`src/logic/usp_pkg.sv`:
```
// Purpose: Shared constants for the serial port block
// Assumes: 50 MHz system clock, 32-bit Avalon-MM register bus
// Notes: Byte addresses; all registers one aligned word
package usp_pkg;
  localparam int unsigned CLK_HZ = 50000000;
  localparam int unsigned BAUD_DEFAULT = 9600;
  localparam logic [15:0] BAUD_DIV_RST = 16'(CLK_HZ / BAUD_DEFAULT);
  // Register byte addresses
  localparam logic [3:0] REG_DATA = 4'h0;
  localparam logic [3:0] REG_CTRL = 4'h4;
  localparam logic [3:0] REG_BAUD = 4'h8;
  localparam logic [3:0] REG_STAT = 4'hc;
  localparam logic [3:0] REG_IRQ = 4'h0;
  // Second page (address bit 4 set)
  localparam logic [3:0] REG_MASK = 4'h4;
  localparam logic [3:0] REG_CNT = 4'h8;
  // Control fields
  localparam int CTRL_BITS_LSB = 0;
  localparam int CTRL_PAR_EN = 2;
  localparam int CTRL_PAR_ODD = 3;
  localparam int CTRL_STOP2 = 4;
  localparam int CTRL_TX_EN = 5;
  localparam int CTRL_RX_EN = 6;
  localparam int CTRL_RTS_EN = 7;
  localparam int CTRL_CTS_EN = 8;
  localparam int CTRL_BREAK = 9;
  localparam int CTRL_PRIO_LSB = 12;
  localparam logic [14:0] CTRL_RST = 15'h1063;
  // Interrupt status bits
  localparam int IRQ_RX8 = 0;
  localparam int IRQ_IDLE = 1;
  localparam int IRQ_PERR = 2;
  localparam int IRQ_FERR = 3;
  localparam int IRQ_OVR = 4;
  localparam int IRQ_W = 5;
  localparam logic [4:0] RX_BATCH = 5'h08;
  localparam int unsigned RX_DEPTH = 16;
  localparam logic [4:0] RTS_LIMIT = 5'h0c;
  localparam logic [3:0] OVS = 4'hf;
  // Break length in ticks: 13 bit times, one more than the longest frame
  localparam logic [8:0] BRK_TICKS = 9'd208;
endpackage

```
`src/logic/usp_rx_mem.sv`:
```
// Purpose: Receive character store with registered read data
// Assumes: Single clock, write and read pointers kept by the caller
// Notes: Read data valid one cycle after the address is applied
`timescale 1ns/1ps
module usp_rx_mem #(
  parameter int WIDTH = 8,
  parameter int DEPTH = 16
) (
  input wire logic i_clk,
  input wire logic i_we,
  input wire logic [$clog2(DEPTH)-1:0] i_waddr,
  input wire logic [WIDTH-1:0] i_wdata,
  input wire logic [$clog2(DEPTH)-1:0] i_raddr,
  output logic [WIDTH-1:0] o_rdata
);
  logic [WIDTH-1:0] mem [DEPTH];
  always_ff @(posedge i_clk) begin
    if (i_we) begin
      mem[i_waddr] <= i_wdata;
    end
    o_rdata <= mem[i_raddr];
  end
endmodule

```
`src/logic/usp_top.sv`:
```
// Purpose: Duplex asynchronous serial port with Avalon-MM registers
// Assumes: One 50 MHz clock, synchronous active-low reset
// Notes: Receiver samples at 16x the bit rate, centre sample taken
// Function
// - Separate transmit and receive lines work independently, allowing full duplex.
// - Character width of 5, 6, 7 or 8 bits, both directions.
// - One or two stop bits sent; receiver checks the same count.
// - Parity off, even (0) or odd (1); generated and checked.
// - Reset defaults: 9600 baud, 8 bits, no parity, one stop bit.
// - Request-to-send needs receive enabled; clear-to-send needs transmit enabled.
// - Default lines enabled with both hardware flow controls off.
// - Break holds the transmit line low longer than a whole frame.
// - Receive interrupt after eight new characters since the last one.
// - Receive interrupt when data waits and line idle one frame time.
// - Receive interrupt priority 1 to 7, larger is higher.
// - Readable character count, zero when empty.
`timescale 1ns/1ps
module usp_top #(
  parameter int DEPTH = usp_pkg::RX_DEPTH
) (
  input wire logic i_clk,
  input wire logic i_resetn,
  input wire logic [4:0] i_avs_address,
  input wire logic i_avs_read,
  input wire logic i_avs_write,
  input wire logic [31:0] i_avs_writedata,
  output logic [31:0] o_avs_readdata,
  output logic o_avs_waitrequest,
  input wire logic i_rxd,
  input wire logic i_cts_n,
  output logic o_txd,
  output logic o_rts_n,
  output logic o_irq,
  output logic [2:0] o_irq_prio
);
  localparam int AW = $clog2(DEPTH);
  localparam int IRQ_W_L = usp_pkg::IRQ_W;
  typedef enum logic [2:0] {USP_IDLE, USP_START, USP_DATA, USP_PAR, USP_STOP} usp_state_t;

  function automatic logic [3:0] nbits(input logic [1:0] code);
    nbits = 4'(code) + 4'h5;
  endfunction
  function automatic logic par_of(input logic [7:0] d, input logic [3:0] n, input logic odd);
    logic p;
    p = odd;
    for (int k = 0; k < 8; k++) begin
      if (4'(k) < n) begin
        p = p ^ d[k];
      end
    end
    par_of = p;
  endfunction

  // Registers
  logic [14:0] ctrl;
  logic [15:0] baud_div;
  logic [IRQ_W_L-1:0] irq_stat;
  logic [IRQ_W_L-1:0] irq_mask;

  wire [3:0] cfg_bits = nbits(ctrl[usp_pkg::CTRL_BITS_LSB +: 2]);
  wire cfg_par = ctrl[usp_pkg::CTRL_PAR_EN];
  wire cfg_odd = ctrl[usp_pkg::CTRL_PAR_ODD];
  wire cfg_stop2 = ctrl[usp_pkg::CTRL_STOP2];
  wire tx_en = ctrl[usp_pkg::CTRL_TX_EN];
  wire rx_en = ctrl[usp_pkg::CTRL_RX_EN];
  wire rts_en = ctrl[usp_pkg::CTRL_RTS_EN] & rx_en;
  wire cts_en = ctrl[usp_pkg::CTRL_CTS_EN] & tx_en;
  wire [2:0] prio_raw = ctrl[usp_pkg::CTRL_PRIO_LSB +: 3];

  // Oversampling tick, 16 per bit
  logic [15:0] div_cnt;
  logic tick;
  wire [15:0] div16 = {4'h0, baud_div[15:4]};
  always_ff @(posedge i_clk) begin
    if (!i_resetn || div_cnt >= div16) begin
      div_cnt <= 16'h0001;
    end else begin
      div_cnt <= div_cnt + 16'h0001;
    end
  end
  always_ff @(posedge i_clk) begin
    tick <= i_resetn && div_cnt >= div16;
  end

  // Pin synchronisers
  logic rxd_m, rxd_s, cts_m, cts_s;
  always_ff @(posedge i_clk) begin
    rxd_m <= i_rxd;
    rxd_s <= rxd_m;
    cts_m <= i_cts_n;
    cts_s <= cts_m;
  end

  // Bus decode
  wire page = i_avs_address[4];
  wire [3:0] offs = {i_avs_address[3:0]};
  wire wr = i_avs_write && !o_avs_waitrequest;
  wire rd = i_avs_read && !o_avs_waitrequest;
  wire wr_data = wr && !page && offs == usp_pkg::REG_DATA;
  wire wr_ctrl = wr && !page && offs == usp_pkg::REG_CTRL;
  wire wr_baud = wr && !page && offs == usp_pkg::REG_BAUD;
  wire wr_irq = wr && page && offs == usp_pkg::REG_IRQ;
  wire wr_mask = wr && page && offs == usp_pkg::REG_MASK;
  wire rd_data = rd && !page && offs == usp_pkg::REG_DATA;

  // Transmitter
  usp_state_t tx_st;
  logic [7:0] tx_hold, tx_sh;
  logic tx_full;
  logic [3:0] tx_os;
  logic [3:0] tx_idx;
  logic [8:0] brk_cnt;
  wire tx_go = tx_full && tx_en && !(cts_en && cts_s);
  wire tx_bit_end = tick && tx_os == usp_pkg::OVS;
  always_ff @(posedge i_clk) begin
    if (!i_resetn) begin
      tx_st <= USP_IDLE;
      tx_full <= 1'b0;
      tx_sh <= 8'h00;
      tx_hold <= 8'h00;
      tx_os <= 4'h0;
      tx_idx <= 4'h0;
      o_txd <= 1'b1;
    end else begin
      if (wr_data && !tx_full) begin
        tx_hold <= i_avs_writedata[7:0];
        tx_full <= 1'b1;
      end
      if (tick) begin
        tx_os <= tx_os + 4'h1;
      end
      case (tx_st)
        USP_IDLE: begin
          o_txd <= !(ctrl[usp_pkg::CTRL_BREAK] || brk_cnt != 9'h000);
          tx_os <= 4'h0;
          if (tx_go && brk_cnt == 9'h000 && !ctrl[usp_pkg::CTRL_BREAK]) begin
            tx_sh <= tx_hold;
            tx_full <= 1'b0;
            tx_st <= USP_START;
            o_txd <= 1'b0;
          end
        end
        USP_START: if (tx_bit_end) begin
          tx_st <= USP_DATA;
          tx_idx <= 4'h1;
          o_txd <= tx_sh[0];
        end
        USP_DATA: if (tx_bit_end) begin
          tx_idx <= tx_idx + 4'h1;
          o_txd <= tx_sh[tx_idx[2:0]];
          if (tx_idx == cfg_bits) begin
            tx_st <= cfg_par ? USP_PAR : USP_STOP;
            o_txd <= cfg_par ? par_of(tx_sh, cfg_bits, cfg_odd) : 1'b1;
            tx_idx <= 4'h0;
          end
        end
        USP_PAR: if (tx_bit_end) begin
          tx_st <= USP_STOP;
          o_txd <= 1'b1;
        end
        USP_STOP: if (tx_bit_end) begin
          tx_idx <= tx_idx + 4'h1;
          if (tx_idx == {3'h0, cfg_stop2}) begin
            tx_st <= USP_IDLE;
          end
        end
        default: tx_st <= USP_IDLE;
      endcase
    end
  end

  // Break: 13 bit times of low, longer than any frame; loaded once per request
  always_ff @(posedge i_clk) begin
    if (!i_resetn) begin
      brk_cnt <= 9'h000;
    end else if (ctrl[usp_pkg::CTRL_BREAK] && tx_st == USP_IDLE && brk_cnt == 9'h000) begin
      brk_cnt <= usp_pkg::BRK_TICKS;
    end else if (tick && brk_cnt != 9'h000) begin
      brk_cnt <= brk_cnt - 9'h001;
    end
  end

  // Receiver
  usp_state_t rx_st;
  logic [3:0] rx_os, rx_idx;
  logic [7:0] rx_sh;
  logic rx_perr;
  logic [AW:0] wptr, rptr;
  logic [7:0] rx_q;
  wire [AW:0] count = wptr - rptr;
  wire rx_full = count[AW];
  wire rx_mid = tick && rx_os == 4'h7;
  logic push, perr_ev, ferr_ev, ovr_ev;
  always_ff @(posedge i_clk) begin
    if (!i_resetn) begin
      rx_st <= USP_IDLE;
      rx_os <= 4'h0;
      rx_idx <= 4'h0;
      rx_sh <= 8'h00;
      rx_perr <= 1'b0;
      push <= 1'b0;
      perr_ev <= 1'b0;
      ferr_ev <= 1'b0;
      ovr_ev <= 1'b0;
    end else begin
      push <= 1'b0;
      perr_ev <= 1'b0;
      ferr_ev <= 1'b0;
      ovr_ev <= 1'b0;
      if (tick) begin
        rx_os <= rx_os + 4'h1;
      end
      case (rx_st)
        USP_IDLE: begin
          rx_os <= 4'h0;
          if (rx_en && !rxd_s) begin
            rx_st <= USP_START;
          end
        end
        USP_START: if (rx_mid) begin
          rx_st <= rxd_s ? USP_IDLE : USP_DATA;
          rx_idx <= 4'h0;
          rx_sh <= 8'h00;
        end
        USP_DATA: if (rx_mid) begin
          rx_sh[rx_idx[2:0]] <= rxd_s;
          rx_idx <= rx_idx + 4'h1;
          if (rx_idx + 4'h1 == cfg_bits) begin
            rx_st <= cfg_par ? USP_PAR : USP_STOP;
            rx_idx <= 4'h0;
          end
        end
        USP_PAR: if (rx_mid) begin
          rx_perr <= rxd_s != par_of(rx_sh, cfg_bits, cfg_odd);
          rx_st <= USP_STOP;
        end
        USP_STOP: if (rx_mid) begin
          rx_idx <= rx_idx + 4'h1;
          if (!rxd_s) begin
            ferr_ev <= 1'b1;
          end
          if (rx_idx == {3'h0, cfg_stop2} || !rxd_s) begin
            rx_st <= USP_IDLE;
            push <= !rx_full;
            ovr_ev <= rx_full;
            perr_ev <= cfg_par && rx_perr;
            rx_perr <= 1'b0;
          end
        end
        default: rx_st <= USP_IDLE;
      endcase
    end
  end

  usp_rx_mem #(.WIDTH(8), .DEPTH(DEPTH)) u_mem (
    .i_clk(i_clk),
    .i_we(push),
    .i_waddr(wptr[AW-1:0]),
    .i_wdata(rx_sh),
    .i_raddr(rptr[AW-1:0] + AW'(rd_data && count != '0)),
    .o_rdata(rx_q)
  );
  wire pop = rd_data && count != '0;
  always_ff @(posedge i_clk) begin
    if (!i_resetn) begin
      wptr <= '0;
      rptr <= '0;
    end else begin
      wptr <= wptr + (AW + 1)'(push);
      rptr <= rptr + (AW + 1)'(pop);
    end
  end

  // Receive interrupt events
  logic [4:0] batch;
  logic [7:0] idle_cnt;
  wire [7:0] frame_ticks = {cfg_bits + 4'h2 + 4'(cfg_par) + 4'(cfg_stop2), 4'h0};
  wire ev_rx8 = push && batch == usp_pkg::RX_BATCH - 5'h01;
  wire ev_idle = tick && count != '0 && rx_st == USP_IDLE && idle_cnt == frame_ticks;
  always_ff @(posedge i_clk) begin
    if (!i_resetn) begin
      batch <= 5'h00;
      idle_cnt <= 8'h00;
    end else begin
      if (ev_rx8 || ev_idle) begin
        batch <= 5'h00;
      end else if (push) begin
        batch <= batch + 5'h01;
      end
      if (rx_st != USP_IDLE || push || count == '0) begin
        idle_cnt <= 8'h00;
      end else if (tick && idle_cnt <= frame_ticks) begin
        idle_cnt <= idle_cnt + 8'h01;
      end
    end
  end

  wire [IRQ_W_L-1:0] ev = {ovr_ev, ferr_ev, perr_ev, ev_idle, ev_rx8};
  wire [IRQ_W_L-1:0] w1c = wr_irq ? i_avs_writedata[IRQ_W_L-1:0] : '0;
  always_ff @(posedge i_clk) begin
    if (!i_resetn) begin
      irq_stat <= '0;
    end else begin
      irq_stat <= (irq_stat & ~w1c) | ev; // Set wins over clear
    end
  end

  // Register writes
  always_ff @(posedge i_clk) begin
    if (!i_resetn) begin
      ctrl <= usp_pkg::CTRL_RST;
      baud_div <= usp_pkg::BAUD_DIV_RST;
      irq_mask <= '0;
    end else begin
      if (wr_ctrl) begin
        ctrl <= i_avs_writedata[14:0];
      end else if (brk_cnt == 9'h001 && tick) begin
        ctrl[usp_pkg::CTRL_BREAK] <= 1'b0;
      end
      if (wr_baud && i_avs_writedata[15:4] != 12'h000) begin
        baud_div <= i_avs_writedata[15:0];
      end
      if (wr_mask) begin
        irq_mask <= i_avs_writedata[IRQ_W_L-1:0];
      end
    end
  end

  // Read mux and one wait cycle per access
  logic rd_pend;
  wire [AW:0] rts_limit = (AW + 1)'(usp_pkg::RTS_LIMIT);
  logic [31:0] rd_mux;
  always_comb begin
    rd_mux = 32'h0000_0000;
    case ({page, offs})
      {1'b0, usp_pkg::REG_CTRL}: rd_mux = {17'h0, ctrl};
      {1'b0, usp_pkg::REG_BAUD}: rd_mux = {16'h0, baud_div};
      {1'b0, usp_pkg::REG_STAT}: rd_mux = {24'h0, rx_st != USP_IDLE, tx_st != USP_IDLE,
                                            tx_full, o_rts_n, cts_s, brk_cnt != 9'h000,
                                            count == '0, rx_full};
      {1'b1, usp_pkg::REG_IRQ}: rd_mux = {27'h0, irq_stat};
      {1'b1, usp_pkg::REG_MASK}: rd_mux = {27'h0, irq_mask};
      {1'b1, usp_pkg::REG_CNT}: rd_mux = {{(31 - AW){1'b0}}, count};
      default: rd_mux = 32'h0000_0000;
    endcase
  end
  always_ff @(posedge i_clk) begin
    if (!i_resetn) begin
      o_avs_waitrequest <= 1'b1;
      o_avs_readdata <= 32'h0000_0000;
      rd_pend <= 1'b0;
      o_rts_n <= 1'b1;
      o_irq <= 1'b0;
      o_irq_prio <= 3'h1;
    end else begin
      o_avs_waitrequest <= !((i_avs_read || i_avs_write) && o_avs_waitrequest && !rd_pend);
      rd_pend <= !o_avs_waitrequest;
      o_avs_readdata <= (i_avs_read && !page && offs == usp_pkg::REG_DATA)
                        ? {23'h0, count == '0, rx_q} : rd_mux;
      o_rts_n <= !(rts_en && count < rts_limit);
      o_irq <= |(irq_stat & irq_mask);
      o_irq_prio <= prio_raw == 3'h0 ? 3'h1 : prio_raw;
    end
  end

  a_break_low: assert property (@(posedge i_clk) disable iff (!i_resetn)
    $rose(brk_cnt == usp_pkg::BRK_TICKS) |-> ##1 !o_txd [*8])
    else $error("Break line not low");
  a_irq_level: assert property (@(posedge i_clk) disable iff (!i_resetn)
    |(irq_stat & irq_mask) |=> o_irq)
    else $error("Interrupt not raised");
  a_prio_range: assert property (@(posedge i_clk) disable iff (!i_resetn)
    ##1 o_irq_prio != 3'h0)
    else $error("Priority out of range");
  a_rx8_sets: assert property (@(posedge i_clk) disable iff (!i_resetn)
    ev_rx8 |=> irq_stat[usp_pkg::IRQ_RX8])
    else $error("Batch event lost");
  a_idle_sets: assert property (@(posedge i_clk) disable iff (!i_resetn)
    ev_idle |-> count != '0 ##1 irq_stat[usp_pkg::IRQ_IDLE])
    else $error("Idle event lost");
  a_cts_hold: assert property (@(posedge i_clk) disable iff (!i_resetn)
    (tx_st == USP_IDLE && cts_en && cts_s) |=> tx_st == USP_IDLE)
    else $error("Sent while clear-to-send off");
  a_start_low: assert property (@(posedge i_clk) disable iff (!i_resetn)
    (tx_st == USP_START) |-> !o_txd)
    else $error("Start bit not low");
  a_count_bound: assert property (@(posedge i_clk) disable iff (!i_resetn)
    count <= (AW + 1)'(DEPTH))
    else $error("Count beyond depth");
  c_rx_char: cover property (@(posedge i_clk) disable iff (!i_resetn) push);
  c_tx_frame: cover property (@(posedge i_clk) disable iff (!i_resetn)
    tx_st == USP_STOP ##1 tx_st == USP_IDLE);
  c_break: cover property (@(posedge i_clk) disable iff (!i_resetn) brk_cnt == 9'h001);
endmodule

```
`config.mk`:
```
export PLATFORM = sky130hd
export DESIGN_NAME = usp_top
export DESIGN_NICKNAME = d
export VERILOG_FILES = /design/src/logic/usp_pkg.sv /design/src/logic/usp_rx_mem.sv /design/src/logic/usp_top.sv
export SDC_FILE = /design/constraint.sdc
export NUM_CORES = 1
export LEC_CHECK = 0
export ABC_AREA = 0
export BUFFER_PORTS_ARGS = -buffer_cell sky130_fd_sc_hd__buf_2
export CORE_MARGIN = 10
export CORE_UTILIZATION = 65
export DETAILED_ROUTE_END_ITERATION = 8
export MAX_ROUTING_LAYER = met4
export PLACE_DENSITY = 0.91
export SLEW_MARGIN = 40
export SYNTH_ARGS = -nofsm -noshare
export SYNTH_HDL_FRONTEND = slang
export SYNTH_SLANG_ARGS = --single-unit
```
`constraint.sdc`:
```
create_clock -name i_clk -period 8.7 [get_ports i_clk]
set_clock_uncertainty 0.15 [all_clocks]
set_input_delay 0.87 -clock i_clk [delete_from_list [all_inputs] [get_ports i_clk]]
set_output_delay 0.87 -clock i_clk [all_outputs]
set_load 0.02 [all_outputs]
```
==> results.txt <==
Power per Cell Area -> 209 mW/mm2
CORE AREA -> 0.0203 mm2
setup violators final -> 0
clock buffer depth -> 3
IO Pins -> 82
Max VDD drop -> 0.211 mV
vias in the first global route -> 9,621
Period Utilization, post-route -> 0.559
die height -> 164 um
grt ovf -> 0
Synth Flop Type -> dfxtp_1
Die Wd -> 164 um
most frequent cells in the layout -> dfxtp_1, nor2_1, edfxtp_1, nand2_1, a21oi_1
crit start category -> flop
DPL Wire Length -> 21,400 um
drt first pass iters -> 9
FFs w/ async S/R, synth -> 0
Max Slew Vio Count -> 0
Clock transition at path regs -> 70 ps
worst slack, placed -> 3920 ps
Final WS setup -> 3830 ps
GRT Util Overall -> 0.259
required time of the critical path -> 8990 ps
first-pass GRT wire length -> 53,600 um
via count -> 9,809
H-tree depth -> 1
Buffers on Ports -> 49
nets -> 1,296
Max-Cap Viols -> 0
most common cell after layout, fill and taps aside -> dfxtp_1
Yosys reg bits -> 306
DR iter-0 viols -> 1,495
CTS-repair resized insts -> 0
CP arrival -> 5150 ps
worst-margin pin slew -> 896 ps
Unique masters post-synth -> 74
post-synthesis sequential area ratio -> 0.552
Mapped Cells -> 1,177
synthesized area -> 0.0134 mm2
CP max-delay cell -> dfxtp_1
CTS root buffer -> clkbuf_16
CTS hold repair buffers -> 0
largest net degree at the start of global routing -> 65
Mean Syn Cell Area -> 11.4 um2
worst relative slew slack -> 0.402
Hold/Removal Path Class -> flop to flop
antenna violations before repair -> 0
Tmin final -> 4870 ps
Final Hold Fails -> 0
status -> finished clean
DRC violations left -> 0
FP Rows -> 52
Crit. End Element -> flop
Final TNS setup -> 0 ps
Starting Density -> 0.662
CTS tree -> built
Routed Antenna Nets -> 0
Setup CP Type -> flop to flop
Post-synth EDFFs -> 128
Critical Path Fanout Max -> 33
# clock sinks -> 306
Pleak -> 5.49 nW
number of buffers created by CTS -> 29
RSZ-0062 raised after global routing -> false
most used cell, CP -> mux4_2
Die Area -> 0.0268 mm2
worst-path cell chain -> ha_1, nor2b_1, o21a_1, or3_1, a2111oi_4, nor3_1, ha_2, buf_4, mux4_2, mux4_2
P&R area growth vs syn -> 10.7%
Max Freq -> 206 MHz
final wirelength -> 34,400 um
DR WL/cell -> 22.8 um
post-CTS setup buffers -> 0
critical path's largest stage delay -> 750 ps
vias per cell -> 6.51
GPL Wtd Cong -> 0.919
clk_lat worst skew -> 570 ps
share of layout cells above drive strength 1 -> 0.146
Synth Warn # -> 0
## report_power, final
group          leakage (nW)  total (mW)  switching [mW]  internal [mW]
registers              2.63        1.54          0.0363           1.51
logic                  2.39       0.247           0.159         0.0887
clock network         0.475        1.32           0.568          0.754
total                  5.49        3.11           0.763           2.35
## critical path: cells and delay by family, from the launching register on
family	cells	cell delay [ps]
DFF	1	750
AOI/OAI and AO/OA	2	760
and+or+nand+nor	3	690
muxes	2	1150
adders and majority gates	2	710
buffers and inverters	1	520
## Yosys cell counts (3+ instances only)
cell type  count  area share
nor4_1         7      0.0033
mux2_2         3      0.0025
nor3b_1        3      0.0017
a21o_1         5      0.0028
buf_4         16      0.0089
mux2i_1       51       0.038
and3_1        11      0.0051
and2_1        10      0.0047
o31ai_1        7      0.0039
dfxtp_1      178        0.27
buf_1          4      0.0011
mux4_2        42       0.070
inv_1         39       0.011
nand3_1       39       0.015
nor2b_1       16      0.0075
edfxtp_1     128        0.29
or3_1          7      0.0033
o211ai_1       6      0.0034
clkbuf_1      38       0.011
buf_2          7      0.0026
nor2_1       143       0.040
nand2_1       94       0.026
a22oi_1       11      0.0061
nor3_1        27       0.010
a32oi_1        5      0.0033
a211o_1        3      0.0020
ha_1          38       0.035
or4_1          4      0.0022
xnor2_1       41       0.027
a21oi_1       55       0.020
xor2_1        27       0.018
o2111ai_1      5      0.0033
nand2b_1       8      0.0037
a31oi_1        7      0.0033
o21ai_0       30       0.011
nand4_1       13      0.0061
o21a_1         5      0.0028
## cell families (layout without fill, tap and decap cells)
kind of cell,Yosys count,in the layout,synth area share
other cells,1,20,0.000279
mux,96,96,0.111
simple gates,398,398,0.139
flops,306,306,0.552
fa+ha+maj,40,40,0.0384
xor+xnor,68,68,0.0443
compound gates,161,161,0.0789
buf+inv,107,148,0.0365
## worst paths after layout
path	start	to	slack (ps)	cells after the start
max	wptr[1]	u_mem.o_rdata[0]	3830	10
min	rxd_m	rxd_s	230	0
max reg2reg	wptr[1]	u_mem.o_rdata[0]	3830	10
min reg2reg	rxd_m	rxd_s	230	0
## cell type report
class	instances	area (um2)
well taps	270	338
fillers	1227	5440
clock inverters	18	216
repair buffers	55	290
inverters	39	146
diodes	1	2.50
flip-flops and latches	306	7410
clock buffers	36	772
multi-input cells	782	5690
## layer usage
metal / track usage / routed length (um) / vias up
met2: 0.424 / 16900 / 669
met3: 0.0416 / 3350 / 194
met5: - / 0 / -
li1: - / - / 4289
met1: 0.313 / 12300 / 4657
met4: 0.115 / 1760 / 0
## registers in the layout, indices dropped and copies added, names as in the netlist, 9 cells and up
name	count
div_cnt	16
o_avs_readdata	16
ctrl	15
baud_div	16
brk_cnt	9
u_mem.mem	128
## per-stage QoR
step	hold slack (ps)	util	instances	power, mW	instance area (um2)
finish	231	0.732	1507	3.11	14900
global placement	219	0.680	1452	1.79	13800
detailed placement	218	0.683	1452	1.80	13900
global route	226	0.732	1506	3.18	14900
floorplan	160	-	1195	1.74	13500
CTS	229	0.732	1506	3.11	14900
No activity file was read; power rests on OpenSTA's default activity.
